## src/pkg/pts_map.svh

```systemverilog
// Purpose: offsets, fields and reset values of the transmit object scheduler
// Assumes: 125 MHz clock, timers counted in 100 us ticks
// Notes: included by the design files
`ifndef PTS_MAP_SVH
`define PTS_MAP_SVH
`define PTS_RX_COMM_BASE 16'h1400
`define PTS_TX_COMM_BASE 16'h1800
`define PTS_SUB_COBID 8'h01
`define PTS_SUB_TTYPE 8'h02
`define PTS_SUB_INHIBIT 8'h03
`define PTS_SUB_EVTIMER 8'h05
`define PTS_COBID_INVALID_BIT 31
`define PTS_COBID_ID_MSB 10
`define PTS_TT_ACYC_SYNC 8'h00
`define PTS_TT_CYC_MAX 8'hF0
`define PTS_TT_RSV_MIN 8'hF1
`define PTS_TT_RSV_MAX 8'hFB
`define PTS_TT_SYNC_RTR 8'hFC
`define PTS_TT_ASYNC_RTR 8'hFD
`define PTS_TT_ASYNC_MFR 8'hFE
`define PTS_TT_ASYNC_PRO 8'hFF
`define PTS_TT_RESET 8'hFF
`define PTS_TICK_US 100
`define PTS_CLK_MHZ 125
`define PTS_TICK_CYCLES (`PTS_TICK_US * `PTS_CLK_MHZ)
`endif

```

## src/pkg/pts_pkg.sv

```systemverilog
// Purpose: types of the transmit object scheduler
// Assumes: constants come from pts_map.svh
// Notes: decode of the transmission type
`default_nettype none
package pts_pkg;
   typedef enum logic [2:0] {
      PTS_ACYC_SYNC,
      PTS_CYC_SYNC,
      PTS_RESERVED,
      PTS_SYNC_RTR,
      PTS_ASYNC_RTR,
      PTS_ASYNC_EVT
   } pts_mode_e;
endpackage
`default_nettype wire

```

## src/design/pts_sched.sv

```systemverilog
// Purpose: decides when one transmit object is sent and one receive object applied
// Assumes: frame layer delivers sync, remote request and receive strobes on clk_i
// Notes: timers count in ticks of the divider; zero disables a timer
`default_nettype none
`include "pts_map.svh"
module pts_sched
   import pts_pkg::*;
#(
   parameter int unsigned DATA_W = 64,
   parameter int unsigned TICK_CYCLES = `PTS_TICK_CYCLES
)(
   // clock and reset
   input wire logic clk_i,
   input wire logic rst_i,
   // parameter write port
   input wire logic cfg_wr_i,
   input wire logic cfg_tx_i,
   input wire logic [7:0] cfg_sub_i,
   input wire logic [31:0] cfg_data_i,
   // bus events from frame layer
   input wire logic sync_i,
   input wire logic rtr_i,
   input wire logic rx_valid_i,
   input wire logic [DATA_W-1:0] rx_data_i,
   // application side
   input wire logic [DATA_W-1:0] app_in_i,
   input wire logic app_evt_i,
   input wire logic [15:0] sync_window_i,
   // transmit request to frame layer
   output logic tx_req_o,
   output logic [DATA_W-1:0] tx_data_o,
   output logic [10:0] tx_id_o,
   // receive result and status
   output logic [DATA_W-1:0] rx_out_o,
   output logic rx_apply_o,
   output logic rtr_fwd_o,
   output logic sync_smp_o,
   output logic err_o,
   output logic cfg_rej_o,
   output logic [7:0] tx_ttype_o
);
   typedef struct packed {
      logic [31:0] tx_cobid;
      logic [31:0] rx_cobid;
      logic [7:0] tx_tt;
      logic [7:0] rx_tt;
      logic [15:0] inhibit;
      logic [15:0] evtimer;
      logic [15:0] rx_wdog;
      logic [15:0] inh_cnt;
      logic [15:0] evt_cnt;
      logic [15:0] wdog_cnt;
      logic [15:0] sync_cnt;
      logic [7:0] nsync;
      logic [DATA_W-1:0] last_in;
      logic [DATA_W-1:0] smp;
      logic [DATA_W-1:0] rx_hold;
      logic rx_pend;
      logic tx_pend;
      logic tx_req;
      logic [DATA_W-1:0] tx_data;
      logic [DATA_W-1:0] rx_out;
      logic rx_apply;
      logic rtr_fwd;
      logic sync_smp;
      logic err;
      logic cfg_rej;
   } pts_sched_s;
   pts_sched_s st_reg;
   pts_sched_s st_next;
   logic tick;
   pts_mode_e tx_mode;
   pts_mode_e rx_mode;
   pts_mode_e wr_mode;
   logic wr_rsv;
   logic tx_rsv;
   logic rx_rsv;
   logic changed;
   logic send_want;
   logic inh_busy;
   // timer tick divider
   pts_tick #(
      .TICK_CYCLES(TICK_CYCLES)
   ) u_tick (
      .clk_i(clk_i),
      .rst_i(rst_i),
      .tick_o(tick)
   );
   // decode of stored and written types
   pts_ttype_dec u_dec_tx (
      .ttype_i(st_reg.tx_tt),
      .mode_o(tx_mode),
      .reserved_o(tx_rsv)
   );
   pts_ttype_dec u_dec_rx (
      .ttype_i(st_reg.rx_tt),
      .mode_o(rx_mode),
      .reserved_o(rx_rsv)
   );
   pts_ttype_dec u_dec_wr (
      .ttype_i(cfg_data_i[7:0]),
      .mode_o(wr_mode),
      .reserved_o(wr_rsv)
   );
   // count helper: ticks down to zero, holds at zero
   function automatic logic [15:0] dec_tick(input logic [15:0] v, input logic t);
      if (t && v != 16'h0000)
         return v - 16'h0001;
      return v;
   endfunction
   // timer load: one extra tick for values 1 to FFFE, since the first tick may follow the load at once
   function automatic logic [15:0] arm_ticks(input logic [15:0] v);
      if (v == 16'h0000 || v == 16'hFFFF)
         return v;
      return v + 16'h0001;
   endfunction
   assign changed = (app_in_i != st_reg.last_in) || app_evt_i;
   assign inh_busy = (st_reg.inhibit != 16'h0000) && (st_reg.inh_cnt != 16'h0000);
   // next state
   always_comb
   begin
      st_next = st_reg;
      st_next.tx_req = 1'b0;
      st_next.rx_apply = 1'b0;
      st_next.rtr_fwd = 1'b0;
      st_next.sync_smp = 1'b0;
      st_next.cfg_rej = 1'b0;
      send_want = 1'b0;
      st_next.last_in = app_in_i;
      st_next.inh_cnt = dec_tick(st_reg.inh_cnt, tick);
      st_next.evt_cnt = dec_tick(st_reg.evt_cnt, tick);
      st_next.wdog_cnt = dec_tick(st_reg.wdog_cnt, tick);
      st_next.sync_cnt = dec_tick(st_reg.sync_cnt, tick);
      // parameter writes
      if (cfg_wr_i)
      begin
         unique case (cfg_sub_i)
            `PTS_SUB_COBID:
               if (cfg_tx_i)
                  st_next.tx_cobid = cfg_data_i;
               else
                  st_next.rx_cobid = cfg_data_i;
            `PTS_SUB_TTYPE:
               if (wr_rsv)
                  st_next.cfg_rej = 1'b1;
               else if (cfg_tx_i)
                  st_next.tx_tt = cfg_data_i[7:0];
               else
                  st_next.rx_tt = cfg_data_i[7:0];
            `PTS_SUB_INHIBIT:
               if (cfg_tx_i)
                  st_next.inhibit = cfg_data_i[15:0];
            `PTS_SUB_EVTIMER:
               if (cfg_tx_i)
                  st_next.evtimer = cfg_data_i[15:0];
               else
                  st_next.rx_wdog = cfg_data_i[15:0];
            default:
               st_next.cfg_rej = 1'b1;
         endcase
      end
      // transmit side
      if (!st_reg.tx_cobid[`PTS_COBID_INVALID_BIT])
      begin
         unique case (tx_mode)
            PTS_ACYC_SYNC:
               if (sync_i)
               begin
                  st_next.smp = app_in_i;
                  send_want = changed || (app_in_i != st_reg.smp); // change since last sync
               end
            PTS_CYC_SYNC:
               if (sync_i)
               begin
                  st_next.smp = app_in_i;
                  if (st_reg.nsync + 8'h01 >= st_reg.tx_tt)
                  begin
                     st_next.nsync = 8'h00;
                     send_want = 1'b1;
                  end
                  else
                     st_next.nsync = st_reg.nsync + 8'h01;
               end
            PTS_SYNC_RTR:
            begin
               if (sync_i)
                  st_next.smp = app_in_i;
               send_want = rtr_i;
            end
            PTS_ASYNC_RTR:
            begin
               st_next.smp = app_in_i;
               send_want = rtr_i;
            end
            PTS_ASYNC_EVT:
            begin
               st_next.smp = app_in_i;
               send_want = changed;
               if (st_reg.evtimer != 16'h0000 && st_reg.evt_cnt == 16'h0000)
                  send_want = 1'b1;
            end
            PTS_RESERVED:
               send_want = 1'b0;
         endcase
         // remote requests go to the application in every mode
         if (rtr_i)
            st_next.rtr_fwd = 1'b1;
         // inhibit spacing; sends at once unless inhibit time runs, then waits in tx_pend
         if ((send_want || st_reg.tx_pend) && !inh_busy)
         begin
            st_next.tx_req = 1'b1;
            st_next.tx_pend = 1'b0;
            st_next.tx_data = (tx_mode == PTS_ASYNC_EVT || tx_mode == PTS_ASYNC_RTR) ?
                              app_in_i : st_next.smp;
            st_next.inh_cnt = arm_ticks(st_reg.inhibit);
            st_next.evt_cnt = st_reg.evtimer;
         end
         else if (send_want)
            st_next.tx_pend = 1'b1;
      end
      else
         st_next.tx_pend = 1'b0;
      // sync frame samples inputs and applies outputs
      if (sync_i)
      begin
         st_next.sync_smp = 1'b1;
         st_next.sync_cnt = arm_ticks(sync_window_i);
         if (st_reg.rx_pend)
         begin
            st_next.rx_out = st_reg.rx_hold;
            st_next.rx_apply = 1'b1;
            st_next.rx_pend = 1'b0;
         end
      end
      // receive side
      if (rx_valid_i && !st_reg.rx_cobid[`PTS_COBID_INVALID_BIT])
      begin
         st_next.wdog_cnt = arm_ticks(st_reg.rx_wdog);
         if (rx_mode == PTS_ACYC_SYNC || rx_mode == PTS_CYC_SYNC)
         begin
            st_next.rx_hold = rx_data_i;
            st_next.rx_pend = 1'b1;
         end
         else
         begin
            st_next.rx_out = rx_data_i;
            st_next.rx_apply = 1'b1;
         end
      end
      // watchdog and sync monitor set the error state
      if (st_reg.rx_wdog != 16'h0000 && st_reg.wdog_cnt == 16'h0001 && tick)
         st_next.err = 1'b1;
      if (sync_window_i != 16'h0000 && st_reg.sync_cnt == 16'h0001 && tick && !sync_i)
         st_next.err = 1'b1;
      if (st_next.err)
         st_next.rx_out = '0;
   end
   // state register
   always_ff @(posedge clk_i)
   begin
      if (rst_i)
      begin
         st_reg <= '0;
         st_reg.tx_tt <= `PTS_TT_RESET;
         st_reg.rx_tt <= `PTS_TT_RESET;
      end
      else
         st_reg <= st_next;
   end
   // outputs straight from the state
   assign tx_req_o = st_reg.tx_req;
   assign tx_data_o = st_reg.tx_data;
   assign tx_id_o = st_reg.tx_cobid[`PTS_COBID_ID_MSB:0];
   assign rx_out_o = st_reg.rx_out;
   assign rx_apply_o = st_reg.rx_apply;
   assign rtr_fwd_o = st_reg.rtr_fwd;
   assign sync_smp_o = st_reg.sync_smp;
   assign err_o = st_reg.err;
   assign cfg_rej_o = st_reg.cfg_rej;
   assign tx_ttype_o = st_reg.tx_tt;
   // assertions
   a_reserved_refused: assert property (@(posedge clk_i) disable iff (rst_i)
      cfg_wr_i && cfg_sub_i == `PTS_SUB_TTYPE && cfg_data_i[7:0] >= `PTS_TT_RSV_MIN
      && cfg_data_i[7:0] <= `PTS_TT_RSV_MAX |=> cfg_rej_o && $stable(tx_ttype_o))
      else $error("reserved type accepted");
   a_sync_apply: assert property (@(posedge clk_i) disable iff (rst_i)
      rx_apply_o && (rx_mode == PTS_ACYC_SYNC || rx_mode == PTS_CYC_SYNC)
      && !$past(rx_valid_i) |-> $past(sync_i))
      else $error("sync rx applied without sync");
   a_sync_pulse: assert property (@(posedge clk_i) disable iff (rst_i)
      sync_i |=> sync_smp_o)
      else $error("sync sample missing");
   a_rtr_fwd: assert property (@(posedge clk_i) disable iff (rst_i)
      rtr_i && !st_reg.tx_cobid[31] |=> rtr_fwd_o)
      else $error("remote request not forwarded");
   a_inhibit_gap: assert property (@(posedge clk_i) disable iff (rst_i)
      tx_req_o && st_reg.inhibit != 16'h0000 |=> !tx_req_o [*2])
      else $error("inhibit spacing broken");
   a_rtr_only: assert property (@(posedge clk_i) disable iff (rst_i)
      tx_req_o && $past(tx_mode) == PTS_SYNC_RTR && $past(st_reg.inhibit) == 16'h0000
      |-> $past(rtr_i))
      else $error("type 252 sent without request");
   a_event_send: assert property (@(posedge clk_i) disable iff (rst_i)
      tx_mode == PTS_ASYNC_EVT && changed && !st_reg.tx_cobid[31] && !inh_busy
      && !cfg_wr_i |=> tx_req_o)
      else $error("event not sent");
   a_disabled_quiet: assert property (@(posedge clk_i) disable iff (rst_i)
      st_reg.tx_cobid[31] && $past(st_reg.tx_cobid[31]) |-> !st_reg.tx_pend)
      else $error("disabled object pending");
   a_wdog_err: assert property (@(posedge clk_i) disable iff (rst_i)
      st_reg.rx_wdog != 16'h0000 && st_reg.wdog_cnt == 16'h0001 && tick |=> err_o)
      else $error("watchdog did not set error");
   a_stored_legal: assert property (@(posedge clk_i) disable iff (rst_i)
      !tx_rsv && !rx_rsv)
      else $error("reserved type stored");
   a_acyc_sync: assert property (@(posedge clk_i) disable iff (rst_i)
      tx_req_o && $past(tx_mode) == PTS_ACYC_SYNC && $past(st_reg.inhibit) == 16'h0000
      |-> $past(sync_i))
      else $error("type 0 sent without sync");
   a_err_sticky: assert property (@(posedge clk_i) disable iff (rst_i)
      err_o |=> err_o)
      else $error("error state left without reset");
endmodule
`default_nettype wire

```

## src/design/pts_tick.sv

```systemverilog
// Purpose: divider giving a one-cycle timer tick
// Assumes: single clock, synchronous reset
// Notes: tick period is a parameter so simulation can shorten it
`default_nettype none
`include "pts_map.svh"
module pts_tick
   import pts_pkg::*;
#(
   parameter int unsigned TICK_CYCLES = `PTS_TICK_CYCLES
)(
   // clock and reset
   input wire logic clk_i,
   input wire logic rst_i,
   // tick out
   output logic tick_o
);
   typedef struct packed {
      logic [23:0] cnt;
      logic tick;
   } pts_tick_s;
   pts_tick_s st_reg;
   pts_tick_s st_next;
   // count down and pulse at wrap
   always_comb
   begin
      st_next = st_reg;
      st_next.tick = 1'b0;
      if (st_reg.cnt == 24'h000000)
      begin
         st_next.cnt = 24'(TICK_CYCLES - 1);
         st_next.tick = 1'b1;
      end
      else
      begin
         st_next.cnt = st_reg.cnt - 24'h000001;
      end
   end
   // state register
   always_ff @(posedge clk_i)
   begin
      if (rst_i)
         st_reg <= '0;
      else
         st_reg <= st_next;
   end
   assign tick_o = st_reg.tick;
endmodule
`default_nettype wire

```

## src/design/pts_ttype_dec.sv

```systemverilog
// Purpose: decode of an 8-bit transmission type into a mode
// Assumes: combinational, same clock domain as user
// Notes: reserved codes flagged so writes can be refused
`default_nettype none
`include "pts_map.svh"
module pts_ttype_dec
   import pts_pkg::*;
(
   // type in
   input wire logic [7:0] ttype_i,
   // decoded mode
   output pts_mode_e mode_o,
   output logic reserved_o
);
   // map type codes onto modes
   always_comb
   begin
      if (ttype_i == `PTS_TT_ACYC_SYNC)
         mode_o = PTS_ACYC_SYNC;
      else if (ttype_i <= `PTS_TT_CYC_MAX)
         mode_o = PTS_CYC_SYNC;
      else if (ttype_i <= `PTS_TT_RSV_MAX)
         mode_o = PTS_RESERVED;
      else if (ttype_i == `PTS_TT_SYNC_RTR)
         mode_o = PTS_SYNC_RTR;
      else if (ttype_i == `PTS_TT_ASYNC_RTR)
         mode_o = PTS_ASYNC_RTR;
      else
         mode_o = PTS_ASYNC_EVT;
      reserved_o = (mode_o == PTS_RESERVED);
   end
endmodule
`default_nettype wire

```

## config.mk

```make
export PLATFORM = sky130hd
export DESIGN_NAME = pts_sched
export DESIGN_NICKNAME = d
export VERILOG_FILES = /design/src/pkg/pts_pkg.sv /design/src/design/pts_sched.sv /design/src/design/pts_tick.sv /design/src/design/pts_ttype_dec.sv
export VERILOG_INCLUDE_DIRS = /design/src /design/src/pkg
export SDC_FILE = /design/constraint.sdc
export NUM_CORES = 1
export LEC_CHECK = 0
export ABC_AREA = 1
export BUFFER_PORTS_ARGS = -buffer_cell sky130_fd_sc_hd__buf_2
export CAP_MARGIN = 5
export CORE_ASPECT_RATIO = 1.1
export CORE_MARGIN = 4
export CORE_UTILIZATION = 53
export CTS_CLUSTER_SIZE = 16
export DETAILED_ROUTE_END_ITERATION = 7
export PLACE_DENSITY = 0.75
export SKIP_CTS_REPAIR_TIMING = 1
export SLEW_MARGIN = 20
export SYNTH_ARGS = -nofsm -noshare
export SYNTH_HDL_FRONTEND = slang
export SYNTH_SLANG_ARGS = --single-unit
```

## constraint.sdc

```tcl
create_clock -name clk_i -period 2.8 [get_ports clk_i]
set_input_delay 0.56 -clock clk_i [delete_from_list [all_inputs] [get_ports clk_i]]
set_output_delay 0.56 -clock clk_i [all_outputs]
set_load 0.01 [all_outputs]
```

==> metrics.txt <==
status=complete, but fails checks; violated checks=design-rule violations, negative setup slack; Final Cycle Share=103%; GR Overflow Total=0; Final min period=2880 ps; PwrDens=592 nW/um^2; Slew HR=38.7%; Routability Congestion=0.924; Clock Skew=20.4 ps; antenna violations before repair=11; Gate Count Post-Synth=3,852; WS Path Type=reg -> reg; Clk pin slew, worst setup/hold paths=60 ps; design area=30,000 sq um; post-synthesis sequential area ratio=38.0%; IO Pins=345; async set-reset flop share out of synthesis=0%; Final nets=4,205; Crit. End Element=flip-flop; number of max-cap violations=0; total number of clock tree sinks=502; number of flip-flops in the largest register=324; number of synthesized flops with an enable pin=0; number of global-route vias before repair=23.0k; num rows=85; htree depth=2; Synth Register Bits=502; total power draw=17.8 mW; Num CTS Buffers=54; Place WS=-48.8 ps; Data required, critical path=3340 ps; main area contributors after synthesis=dfxtp_1 38%, nand2_1 11%, nor2_1 7.2%; Synth area leader=dfxtp_1; clock buffer depth=3; Critical Path AT=3420 ps; Final Worst Setup Slack=-80.5 ps; Die Y=242 um; worst min path class=in -> reg; delay-heaviest family, CP=simple AND/OR/NAND/NOR gates; Hold Fails Final Rpt=0; Yosys top cell area share=38.0%; routed vias=24.9k; Worst-Margin Slew=919 ps; count of cell types in the netlist=59; Worst Path Buf+Inv=4; RSZ-0062 raised after global routing=true; peak per-stage delay on the critical path=370 ps; Ys Warns=0; Cell Area, Synth=26,400 sq um; layout cells sized above 1=16.4%; maximum VDD drop=0.000644 V; clock root buffer master=clkbuf_16; Max FO, Critical Path=5; cells along the critical path=nand3_2 > nand3b_1 > nand3b_1 > xnor2_2 > ha_1 > inv_2 > nor3_2 > nor3_2 > nand3_2 > o21ai_1 > inv_1 > nand2_2 > nand3_4 > nand3_4 > buf_12 > clkbuf_16 > nand3_2 > o21ai_1; Synth Flop Type=dfxtp_1; worst-skew pair later-pin latency=610 ps; Final Setup Violations=75; CP most frequent cell=nand3_2; fmax=0.347 GHz; CP max stage cell=dfxtp_4; leakage=14.4 nW; Die ar.=53,500 sq um; DRT Pass-1 Iters=8; first-pass GRT wire length=120 mm; all-layer global routing usage=26.5%; number of DRC markers in iteration 0=2,479; mean post-synth cell area=6.86 sq um; setup TNS=-2340 ps; WL per Instance=16.3 um; core area=49,100 sq um; Syn Nets=4,067; Port Buffer Count=329; ANT nets after route=0; CTS tree=yes; vias per cell=5.32; Setup crit start kind=flip-flop; Post-DP Area=27,800 sq um; die width=221 um; dpl hpwl=51.9 mm; Initial Utilization=53.8%; # DRC=2; largest net degree at the start of global routing=101; final max-slew violation count=0; Syn-to-layout area delta=13.5%; total detailed-routing wirelength=76.5 mm
Yosys cell counts (68+ instances only):
cell      instances
o211ai_1         72
buf_4           151
o21ai_0         258
nand2_1         764
clkbuf_1        136
xnor2_1          68
dfxtp_1         502
nor2_1          504
a21oi_1         255
inv_1           428
xor2_1           76
nand3_1         220
logic make-up after synthesis:
logic type	share of synthesized area, %
XOR/XNOR	4.77
adder cells (fa/ha/maj)	1.09
buffers and inverters	13.7
multiplexers	0.0757
AO/OA/AOI/OAI	13.9
AND/OR/NAND/NOR	28.5
flip-flops	38.0
metal layers:
layer / vias to the layer above / routed length [um] / GRT usage [%] / part of all wire [%]
met2: 833 / 37600 / 46.4 / 49
met3: 179 / 4640 / 4.08 / 6.1
met5: - / 7 / 0 / 0.0092
met4: 2 / 3080 / 9.45 / 4.0
li1: 12500 / - / - / -
met1: 11400 / 31200 / 33.2 / 41
power by group:
part	internal, mW	switching [mW]
Sequential	7.58	0.329
Clock	4.10	3.01
Combinational	1.05	1.70
per-stage QoR:
step / util [%] / hold slack (ps) / std cells
4_1_cts: 60.1 / 153 / 4669
3_3_place_gp: 56.5 / 454 / 4572
6_report: 61.1 / 187 / 4693
2_1_floorplan: - / 436 / 3852
5_1_grt: 61.1 / 171 / 4692
3_5_place_dp: 56.5 / 459 / 4572
area by class of cell:
cell class / count / area (sq um)
clock inverter: 21 / 185
fill: 4564 / 19100
inverter: 458 / 1730
sequential: 502 / 10100
multi-input combinational: 2564 / 13000
timing repair buffer: 410 / 2660
clock buffer: 76 / 1580
tap: 652 / 816
antenna: 10 / 25.0
placed cells by master, fill, tap and decap left out, types with 29 or more instances in the layout:
cell and count:
o21ai_0 247, nor2_1 502, inv_1 424, clkbuf_16 61
dfxtp_1 498, nand3_1 209, buf_2 328, xor2_1 76
nor4_1 29, nand3_2 31, o211ai_1 72, nand4_1 63
nand2_2 30, nor3_1 37, nand2_1 736, buf_4 46
a21oi_1 255, xnor2_1 67, or2_0 29, inv_2 32
worst paths after layout:
| path | slack, ps | cells after the start | end | start |
|---|---|---|---|---|
| worst min-delay path | 190 | 3 | st_reg[147] | rx_data_i[11] |
| worst max register to register | -80 | 18 | tx_data_o[12] | st_reg[328] |
| worst min register to register | 460 | 2 | tx_data_o[45] | tx_data_o[45] |
| worst max-delay path | -80 | 18 | tx_data_o[12] | st_reg[328] |
worst min-delay path, delay by kind of cell:
family	cells	cell delay, ps
buf+inv	1	90
simple gates	2	120
Note: power is estimated with default switching activity, not from simulation.
